### config.mk
export PLATFORM = sky130hd
export DESIGN_NAME = sra_device_flat
export DESIGN_NICKNAME = d
export VERILOG_FILES = /design/src/hw/sra_pkg.sv /design/src/hw/sra_if.sv /design/src/hw/sra_device.sv /design/src/flat_wrapper.sv
export SDC_FILE = /design/constraint.sdc
export NUM_CORES = 2
export LEC_CHECK = 0
export BUFFER_PORTS_ARGS = -buffer_cell sky130_fd_sc_hd__buf_4
export CORE_MARGIN = 5
export CORE_UTILIZATION = 45
export CTS_BUF_LIST = sky130_fd_sc_hd__clkbuf_2
export DETAILED_ROUTE_END_ITERATION = 6
export GPL_ROUTABILITY_DRIVEN = 0
export SYNTH_ARGS = -nofsm -noshare
export SYNTH_HDL_FRONTEND = slang
export SYNTH_SLANG_ARGS = --single-unit
### constraint.sdc
create_clock -name clk_in -period 9.5 [get_ports clk_in]
set_input_delay 1.9 -clock clk_in [delete_from_list [all_inputs] [get_ports clk_in]]
set_output_delay 1.9 -clock clk_in [all_outputs]
set_load 0.05 [all_outputs]
### src/hw/sra_pkg.sv
package sra_pkg;
	// Frame lengths in serial clocks.
	localparam logic [5:0] SRA_BITS_CMD  = 6'h08;
	localparam logic [5:0] SRA_BITS_MIN  = 6'h10;
	localparam logic [5:0] SRA_BITS_MID  = 6'h18;
	localparam logic [5:0] SRA_BITS_MAX  = 6'h20;
	localparam logic [5:0] SRA_BITS_TRIM = 6'h1F;
	localparam logic [5:0] SRA_BITS_OVER = 6'h21;
	// Register addresses and field positions.
	localparam logic [6:0] SRA_GIS_ADDR  = 7'h50;
	localparam int         SRA_WR_BIT    = 0;
	localparam int         SRA_REG_COUNT = 128;
	// Host clock divider: half period of the serial clock in clk_in cycles.
	localparam logic [3:0] SRA_HALF_CYC  = 4'h8;
	// Host pause after a write so the global status can settle.
	localparam int         SRA_CLK_NS     = 8;
	localparam int         SRA_WR_GAP_NS  = 2000;
	localparam int         SRA_WR_GAP_INT = (SRA_WR_GAP_NS + SRA_CLK_NS - 1) / SRA_CLK_NS;
	localparam logic [8:0] SRA_WR_GAP_CYC = SRA_WR_GAP_INT[8:0];
	// Host command registers on APB, byte addresses.
	localparam logic [7:0] SRA_OFS_CMD    = 8'h00;
	localparam logic [7:0] SRA_OFS_WDATA  = 8'h04;
	localparam logic [7:0] SRA_OFS_STATUS = 8'h08;
	localparam logic [7:0] SRA_OFS_RDATA  = 8'h0C;
	// Device operating modes.
	typedef enum logic [1:0]
	{
		SRA_MODE_NORMAL,
		SRA_MODE_SILENT,
		SRA_MODE_STANDBY,
		SRA_MODE_SLEEP
	} sra_mode_e;
endpackage : sra_pkg

### src/hw/sra_if.sv
`timescale 1ns/1ps
interface sra_if;
	logic chip_select_n; // Frame select, low while a transaction runs.
	logic sclk;          // Serial clock from the host.
	logic sdi;           // Host to device data.
	logic sdo_val;       // Device output value.
	logic sdo_oe_n;      // Device output enable, low while driving.
	logic rxd;           // Receive output of the transceiver.
	wire  sdo_line;      // Resolved serial output wire.

	// With no driver the line rests at the level of its pull-up, so a
	// deselected device reads as ones rather than as the last bit it sent.
	assign sdo_line = sdo_oe_n ? 1'b1 : sdo_val;

	modport dev  (input chip_select_n, sclk, sdi, output sdo_val, sdo_oe_n, rxd);
	modport host (output chip_select_n, sclk, sdi, input sdo_line, rxd);
endinterface : sra_if

### src/hw/sra_device.sv
// Behaviour
// - Frames are 16, 24 or 32 clocks
// - Command byte: 7-bit address, write bit
// - First output byte is global interrupt summary
// - Summary bit 7 driven at select fall
// - Write returns old register contents
// - Read returns contents, registers unchanged
// - Burst read walks consecutive addresses
// - Input sampled on serial clock rise
// - Output changes on serial clock fall
// - Clock count sets bytes written, consecutively
// - Host gives at least 16 clocks; the host here sends whatever count the command sets
// - Writes commit on deselect, exact count or 31 clocks
// - 31 clocks store two bytes only
// - Wrong clock count sets framing error
// - Output floats while deselected
// - Sleep mode ignores transactions
// - Host waits 2 us after write
// - Normal/silent: receive output follows bus
// - Standby/sleep: receive low only on wake
//
// Implementation choice: register access over APB.
`timescale 1ns/1ps
module sra_device
	import sra_pkg::*;
(
	input  wire logic       clk_in,          // System clock, 125 MHz.
	input  wire logic       srst_in,         // Synchronous reset, active high.
	sra_if.dev              link,            // Serial link to the host.
	input  wire sra_mode_e  mode_in,         // Current operating mode.
	input  wire logic       bus_dominant_in, // Bus seen dominant.
	input  wire logic       wake_event_in,   // Wake-up event present.
	input  wire logic [7:0] gis_in,          // Global interrupt summary value.
	input  wire logic       err_clear_in,    // Clears the framing error flag.
	output logic            serial_framing_error_flag_out, // Sticky framing error.
	output logic            commit_out,      // Pulse when a write is stored.
	output logic [6:0]      commit_addr_out  // First address of last stored write.
);

	logic [2:0]  cs_s;        // Select synchroniser plus edge stage.
	logic [2:0]  sck_s;       // Clock synchroniser plus edge stage.
	logic [1:0]  sdi_s;       // Data synchroniser.
	logic        active_r;    // Frame accepted, not in sleep.
	logic [5:0]  cnt_r;       // Serial clocks seen, saturating.
	logic [31:0] in_sr_r;     // Incoming bits.
	logic [6:0]  addr_r;      // Commanded address.
	logic        wr_r;        // Commanded direction.
	logic [7:0]  out_sr_r;    // Remaining bits of the current output byte.
	logic        sdo_r;       // Output bit.
	logic        oe_n_r;      // Output enable, low while driving.
	logic        rxd_r;       // Receive output.
	logic        err_r;       // Framing error flag.
	logic        commit_r;    // Commit pulse.
	logic [6:0]  caddr_r;     // Commit address.
	logic [7:0]  mem_r [0:SRA_REG_COUNT-1]; // Register store.

	logic        cs_fall;     // Select went low.
	logic        cs_rise;     // Select went high.
	logic        sck_rise;    // Serial clock rose inside a frame.
	logic        sck_fall;    // Serial clock fell inside a frame.
	logic        exact;       // Frame length is one of the legal ones.
	logic [1:0]  nbytes;      // Bytes to store at deselect.
	logic [31:0] aligned;     // Data bytes left-justified under the command.
	logic [7:0]  byte_load;   // Register byte for the coming data slot.

	// Reads a register; the summary address is live hardware state.
	function automatic logic [7:0] rd_byte(input logic [6:0] a);
		rd_byte = (a == SRA_GIS_ADDR) ? gis_in : mem_r[a];
	endfunction : rd_byte

	// Tells whether a clock count is a legal frame length.
	function automatic logic is_exact(input logic [5:0] n);
		is_exact = (n == SRA_BITS_MIN) || (n == SRA_BITS_MID) || (n == SRA_BITS_MAX);
	endfunction : is_exact

	// Pin inputs pass two flip-flops; the third stage only serves edge detection.
	always_ff @(posedge clk_in)
	begin
		if (srst_in)
		begin
			cs_s  <= 3'h7;
			sck_s <= 3'h0;
			sdi_s <= 2'h0;
		end
		else
		begin
			cs_s  <= {cs_s[1:0], link.chip_select_n};
			sck_s <= {sck_s[1:0], link.sclk};
			sdi_s <= {sdi_s[0], link.sdi};
		end
	end

	assign cs_fall  = cs_s[2] & ~cs_s[1];
	assign cs_rise  = ~cs_s[2] & cs_s[1];
	assign sck_rise = ~sck_s[2] & sck_s[1] & ~cs_s[1] & active_r;
	assign sck_fall = sck_s[2] & ~sck_s[1] & ~cs_s[1] & active_r;
	assign exact    = is_exact(cnt_r);

	// Left-justify the data so byte k sits at bits 23-8k.
	assign aligned = in_sr_r << (SRA_BITS_MAX - cnt_r);

	// Byte for the coming slot; slot k reads the commanded address plus k minus one.
	// It is only loaded at a byte boundary, so it sees the contents before any commit.
	assign byte_load = rd_byte(addr_r + 7'(cnt_r[5:3] - 3'h1));

	// Byte count to store; a 31-clock burst drops only its partial third byte.
	always_comb
	begin
		nbytes = 2'h0;
		if (exact)
			nbytes = 2'((cnt_r - SRA_BITS_CMD) >> 3);
		else if (cnt_r == SRA_BITS_TRIM)
			nbytes = 2'h2;
	end

	// Frame acceptance; a frame that starts in sleep is ignored to its end.
	always_ff @(posedge clk_in)
	begin
		if (srst_in)
			active_r <= 1'b0;
		else if (cs_fall)
			active_r <= (mode_in != SRA_MODE_SLEEP);
		else if (cs_rise)
			active_r <= 1'b0;
	end

	// Input side: count clocks and sample data on each rising serial edge.
	always_ff @(posedge clk_in)
	begin
		if (srst_in)
		begin
			cnt_r   <= 6'h00;
			in_sr_r <= 32'h0000_0000;
			addr_r  <= 7'h00;
			wr_r    <= 1'b0;
		end
		else if (cs_fall)
			cnt_r <= 6'h00;
		else if (sck_rise)
		begin
			in_sr_r <= {in_sr_r[30:0], sdi_s[1]};
			if (cnt_r != SRA_BITS_OVER)
				cnt_r <= cnt_r + 6'h01;
			if (cnt_r == SRA_BITS_CMD - 6'h01)
			begin
				addr_r <= in_sr_r[6:0];
				wr_r   <= sdi_s[1];
			end
		end
	end

	// Output side: summary byte first, then the addressed bytes.
	always_ff @(posedge clk_in)
	begin
		if (srst_in)
		begin
			sdo_r    <= 1'b1;
			oe_n_r   <= 1'b1;
			out_sr_r <= 8'h00;
		end
		else if (cs_fall && (mode_in != SRA_MODE_SLEEP))
		begin
			sdo_r    <= gis_in[7];
			out_sr_r <= {gis_in[6:0], 1'b0};
			oe_n_r   <= 1'b0;
		end
		else if (cs_rise)
			oe_n_r <= 1'b1;
		else if (sck_fall)
		begin
			if ((cnt_r[2:0] == 3'h0) && (cnt_r != 6'h00) && (cnt_r < SRA_BITS_MAX))
			begin
				sdo_r    <= byte_load[7];
				out_sr_r <= {byte_load[6:0], 1'b0};
			end
			else
			begin
				sdo_r    <= out_sr_r[7];
				out_sr_r <= {out_sr_r[6:0], 1'b0};
			end
		end
	end

	// Write commit at deselect. The summary address is read-only and skipped.
	always_ff @(posedge clk_in)
	begin
		if (srst_in)
		begin
			for (int i = 0; i < SRA_REG_COUNT; i++)
				mem_r[i] <= 8'h00;
			commit_r <= 1'b0;
			caddr_r  <= 7'h00;
		end
		else
		begin
			commit_r <= 1'b0;
			if (cs_rise && active_r && wr_r && (nbytes != 2'h0))
			begin
				commit_r <= 1'b1;
				caddr_r  <= addr_r;
				for (int k = 0; k < 3; k++)
				begin
					if ((2'(k) < nbytes) && ((addr_r + 7'(k)) != SRA_GIS_ADDR))
						mem_r[addr_r + 7'(k)] <= aligned[23 - 8*k -: 8];
				end
			end
		end
	end

	// Framing error flag. A new error in the clearing cycle keeps the flag set.
	always_ff @(posedge clk_in)
	begin
		if (srst_in)
			err_r <= 1'b0;
		else if (cs_rise && active_r && !exact)
			err_r <= 1'b1;
		else if (err_clear_in)
			err_r <= 1'b0;
	end

	// Receive output. Bus inputs come from on-chip logic on this clock.
	always_ff @(posedge clk_in)
	begin
		if (srst_in)
			rxd_r <= 1'b1;
		else if ((mode_in == SRA_MODE_NORMAL) || (mode_in == SRA_MODE_SILENT))
			rxd_r <= ~bus_dominant_in;
		else
			rxd_r <= ~wake_event_in;
	end

	assign link.sdo_val                  = sdo_r;
	assign link.sdo_oe_n                 = oe_n_r;
	assign link.rxd                      = rxd_r;
	assign serial_framing_error_flag_out = err_r;
	assign commit_out                    = commit_r;
	assign commit_addr_out               = caddr_r;

endmodule : sra_device

### src/flat_wrapper.sv
// flat-port wrapper written by rule: the top's interface ports become plain ports
module sra_device_flat import sra_pkg::*;
  (clk_in, srst_in, mode_in, bus_dominant_in, wake_event_in, gis_in, err_clear_in, serial_framing_error_flag_out, commit_out, commit_addr_out, link_chip_select_n, link_sclk, link_sdi, link_sdo_val, link_sdo_oe_n, link_rxd);
  sra_if link_i ();
  input  wire logic clk_in;
  input  wire logic srst_in;
  input  wire sra_mode_e mode_in;
  input  wire logic bus_dominant_in;
  input  wire logic wake_event_in;
  input  wire logic [7:0] gis_in;
  input  wire logic err_clear_in;
  output logic serial_framing_error_flag_out;
  output logic commit_out;
  output logic [6:0] commit_addr_out;
  input wire logic [$bits(link_i.chip_select_n)-1:0] link_chip_select_n;
  input wire logic [$bits(link_i.sclk)-1:0] link_sclk;
  input wire logic [$bits(link_i.sdi)-1:0] link_sdi;
  output wire logic [$bits(link_i.sdo_val)-1:0] link_sdo_val;
  output wire logic [$bits(link_i.sdo_oe_n)-1:0] link_sdo_oe_n;
  output wire logic [$bits(link_i.rxd)-1:0] link_rxd;
  assign link_i.chip_select_n = link_chip_select_n;
  assign link_i.sclk = link_sclk;
  assign link_i.sdi = link_sdi;
  assign link_sdo_val = link_i.sdo_val;
  assign link_sdo_oe_n = link_i.sdo_oe_n;
  assign link_rxd = link_i.rxd;
  sra_device u_core (.clk_in(clk_in), .srst_in(srst_in), .link(link_i), .mode_in(mode_in), .bus_dominant_in(bus_dominant_in), .wake_event_in(wake_event_in), .gis_in(gis_in), .err_clear_in(err_clear_in), .serial_framing_error_flag_out(serial_framing_error_flag_out), .commit_out(commit_out), .commit_addr_out(commit_addr_out));
endmodule
==> out/qor.csv <==
stage;metric;value;unit
power;irDropWorstVdd;0.123;mV
synth;netlist_area;0.0671;sq mm
floorplanning;rows;141;
power;power_frac_clock;0.373;
global_routing;grt_overflow;0;
synth;ys_ff_latch;1090;
setup_path;r2r_cells;10;
setup_path;worstSetupEndpointType;register;
global_routing;grt_pass1_vias;55100;
drt;vias;58900;
clock_network;cts.sinks;1090;
setup_path;critPathLaunchType;register;
floorplanning;dieArea;0.157;sq mm
synth;synth_top_area_frac;0.459;
clock_network;cts_resized;0;
finish;final_layout_size_suffix_gt1_frac;0.209;
min_path;hold_path.class;input pin to register;
finish;final_cell_mix;1024 x edfxtp_1, 866 x nand2_1, 584 x a22oi_1;
placement;pre_cts_slack;3.15;ns
drt;vias_per_cell;7.37;
synth;synth_nets;6027;
floorplanning;fp.dieH;396;um
setup_path;rrSetupSlack;3.56;ns
timing;holdWs;0.252;ns
floorplanning;initial_core_util;0.453;
clock_network;path_clk_slew;0.11;ns
setup_path;crit_required;10.96;ns
finish;final_common_cell;edfxtp_1;
global_routing;antenna_found_initial;17;
clock_network;clock_path_buffers;4;
timing;setup_slack;3.56;ns
placement;dp_cells;7461;
min_path;holdPathEnd;u_core.cs_s[0]$_SDFF_PP1_;
synth;synth_edf_count;1024;
timing;drv_slew;0;
run_status;violations;DRC;
setup_path;critical_path_class;register to register;
synth;muxShareOfSynthArea;0.178;
job;maxCapViolations;0;
timing;relSlewSlack;0.0961;
synth;ys_types;94;
timing;fin_crit_sh;0.626;
timing;fin_setup_tns;0;ns
min_path;worstHoldStart;link_chip_select_n;
timing;finalHoldViolCount;0;
power;fin_total_pwr;9150;uW
setup_path;reg2reg_from;u_core.cnt_r[0]$_SDFFE_PP0P_;
finish;nets;5881;
setup_path;r2r_end;u_core.mem_r[61][7]$_DFFE_PP_;
clock_network;ctsHoldBuffers;0;
power;combPwrFrac;0.031;
global_routing;grt_util_all_layers;0.356;
synth;synth_compound_gate_area_share;0.186;
synth;syn_avg_cell_area;11.2;sq um
synth;synthCells;5986;
synth;synthTopCellsByArea;edfxtp_1 46%, mux4_2 9.4%, a22oi_1 6.5%, mux2i_1 5.6%, nand2_1 4.9%;
setup_path;critPathArrivalTime;7.40;ns
clock_network;cts_buffers;306;
power;switching_share;0.263;
synth;ys.warnings.count;0;
timing;setup_viol;0;
placement;port_buffers;29;
drt;drt_iter0_drc;11100;
power;leakage;0.0248;uW
setup_path;path_max_fanout;35;
floorplanning;core;0.148;sq mm
clock_network;postCtsSetupBuffers;0;
synth;synth_async_sr_flop_share;0;
min_path;hold_path_depth;2;
power;seqPwrFrac;0.596;
drt;routedWlPerCell;36.3;um
drt;ant_nets;0;
timing;skew;0.195;ns
finish;area_delta_synth_final;6.18;%
global_routing;grt_pass1_wl;404000;um
synth;synthAdderAreaFrac;0.00440;
power;internal_power;6740;uW
timing;tightest_slew;1.36;ns
drt;drt_pass1_iterations;7;
clock_network;htreeDepth;5;
drt;drt-total-wl;290000;um
clock_network;insertion_delay;1.87;ns
timing;fmax;168;MHz
synth;synth_flop_cell;edfxtp_1;
synth;synth_top_family_by_area;compound AO/OA/AOI/OAI gates;
power;switchingPower;2410;uW
timing;fin_crit;5.94;ns
run_status;status;complete, but fails checks;
drt;drc;10;
synth;synth_largest_area_cell;edfxtp_1;
placement;hpwl;179000;um
finish;fin_cells;7988;
synth;ys_seq_area_frac;0.478;
synth;synth-xor-area-share;0.00388;
global_routing;grt_max_degree;98;
timing;rsz0062_at_grt;false;
clock_network;cts_tree;yes;
floorplanning;die_x;396;um
clock_network;clock-root-buffer;clkbuf_2;
synth;synth-simple-area-share;0.110;
finish;fill_cells;13400;
floorplanning;io_pins;30;
power;powerDensity;128;mW/mm^2
## worst max-delay path by stage
stage,cells after the start,from,end,slack [ns]
3_3_place_gp,6,srst_in,u_core.mem_r[50][1]$_DFFE_PP_,3.25
5_1_grt,10,u_core.cnt_r[0]$_SDFFE_PP0P_,u_core.mem_r[5][0]$_DFFE_PP_,3.39
6_report,10,u_core.cnt_r[0]$_SDFFE_PP0P_,u_core.mem_r[61][7]$_DFFE_PP_,3.56
3_5_place_dp,6,srst_in,u_core.mem_r[60][4]$_DFFE_PP_,3.15
4_1_cts,10,u_core.cnt_r[0]$_SDFFE_PP0P_,u_core.mem_r[5][7]$_DFFE_PP_,3.76
2_1_floorplan,9,srst_in,u_core.mem_r[108][0]$_DFFE_PP_,5.32
## critical path: stages (launching register included)
cell	delay, ns
dfxtp_2	0.94
inv_1	0.15
ha_1	0.31
nand2b_1	0.14
o22ai_1	0.13
nand3b_1	0.27
a311o_1	0.91
or2_4	0.61
buf_4	0.98
nor3_2	0.33
or4_1	0.78
## through the flow
step | cell area (sq um) | utilization
3_3_place_gp | 68600 | 0.464
3_5_place_dp | 68600 | 0.464
6_report | 71200 | 0.481
5_1_grt | 71200 | 0.481
4_1_cts | 71100 | 0.481
2_1_floorplan | 67100 | -
## flip-flops by register name, summed over array words and instances, names as in the netlist
signal                                cells
u_core.addr_r                             7
u_core.in_sr_r                           24
u_core.wr_r                               1
u_core.commit_addr_out                    7
u_core.link.sdo_val                       1
u_core.sdi_s                              2
u_core.cnt_r                              6
u_core.cs_s                               3
u_core.link.sdo_oe_n                      1
u_core.link.rxd                           1
u_core.commit_out                         1
u_core.sck_s                              3
u_core.mem_r                           1024
u_core.active_r                           1
u_core.serial_framing_error_flag_out      1
u_core.out_sr_r                           7
## area by class of cell
cell class,count,area (sq um),area share
diodes,22,55.1,0.000773
clock buffers,434,2170,0.0305
clock inverters,70,329,0.00462
inverters,22,85.1,0.00119
multi-input cells,4257,32800,0.461
flip-flops and latches,1090,32100,0.450
well taps,1930,2410,0.0339
repair buffers,163,1280,0.0179
## power groups by stage
stage / logic [uW] / clock network, uW / registers (uW)
global route: 291 / 3670 / 5450
CTS: 274 / 3390 / 5440
global placement: 270 / 0 / 5550
floorplan: 173 / 0 / 5510
finish: 285 / 3410 / 5450
detailed placement: 273 / 0 / 5550
## cell families (layout without fill, tap and decap cells)
kind of cell,count (synthesis),count (layout)
AO/OA/AOI/OAI,1810,1810
XOR/XNOR,28,28
adder cells (fa/ha/maj),23,23
buffers and inverters,639,689
flip-flops,1090,1090
multiplexers,820,820
other,0,22
AND/OR/NAND/NOR,1576,1576
## synthesized netlist by cell type, types with 9 or more instances
| cell type | count |
|---|---|
| inv_1 | 19 |
| nor2_2 | 21 |
| a22oi_1 | 584 |
| mux2i_1 | 372 |
| o32ai_1 | 10 |
| nor3_2 | 35 |
| mux4_2 | 281 |
| ha_1 | 22 |
| nand2b_1 | 16 |
| nor3_1 | 31 |
| o22ai_1 | 161 |
| nor3_4 | 22 |
| clkbuf_1 | 417 |
| mux2_2 | 167 |
| o221ai_1 | 140 |
| buf_4 | 17 |
| nand4_1 | 12 |
| dfxtp_1 | 66 |
| a21oi_1 | 91 |
| o22a_1 | 137 |
| o21ai_0 | 416 |
| or4_1 | 28 |
| o21ai_1 | 77 |
| nand3_1 | 79 |
| edfxtp_1 | 1024 |
| o211ai_1 | 23 |
| or3_1 | 14 |
| o21a_1 | 11 |
| xnor2_1 | 19 |
| nor2b_1 | 22 |
| nor2_1 | 305 |
| a211oi_1 | 49 |
| o2111ai_1 | 33 |
| nand4bb_1 | 16 |
| or2_2 | 11 |
| buf_1 | 49 |
| nand2_1 | 878 |
| o31ai_1 | 9 |
| and2_1 | 17 |
| and3_1 | 27 |
| buf_2 | 126 |
| nand2_4 | 10 |
## metal layers
layer / up-vias / GRT usage / routed length (um)
met5: - / 0.000308 / 71
met4: 10 / 0.206 / 20700
met1: 28400 / 0.459 / 102000
met3: 1268 / 0.159 / 50400
li1: 23500 / - / -
met2: 5719 / 0.496 / 117000
(Power assumes the default switching activity.)
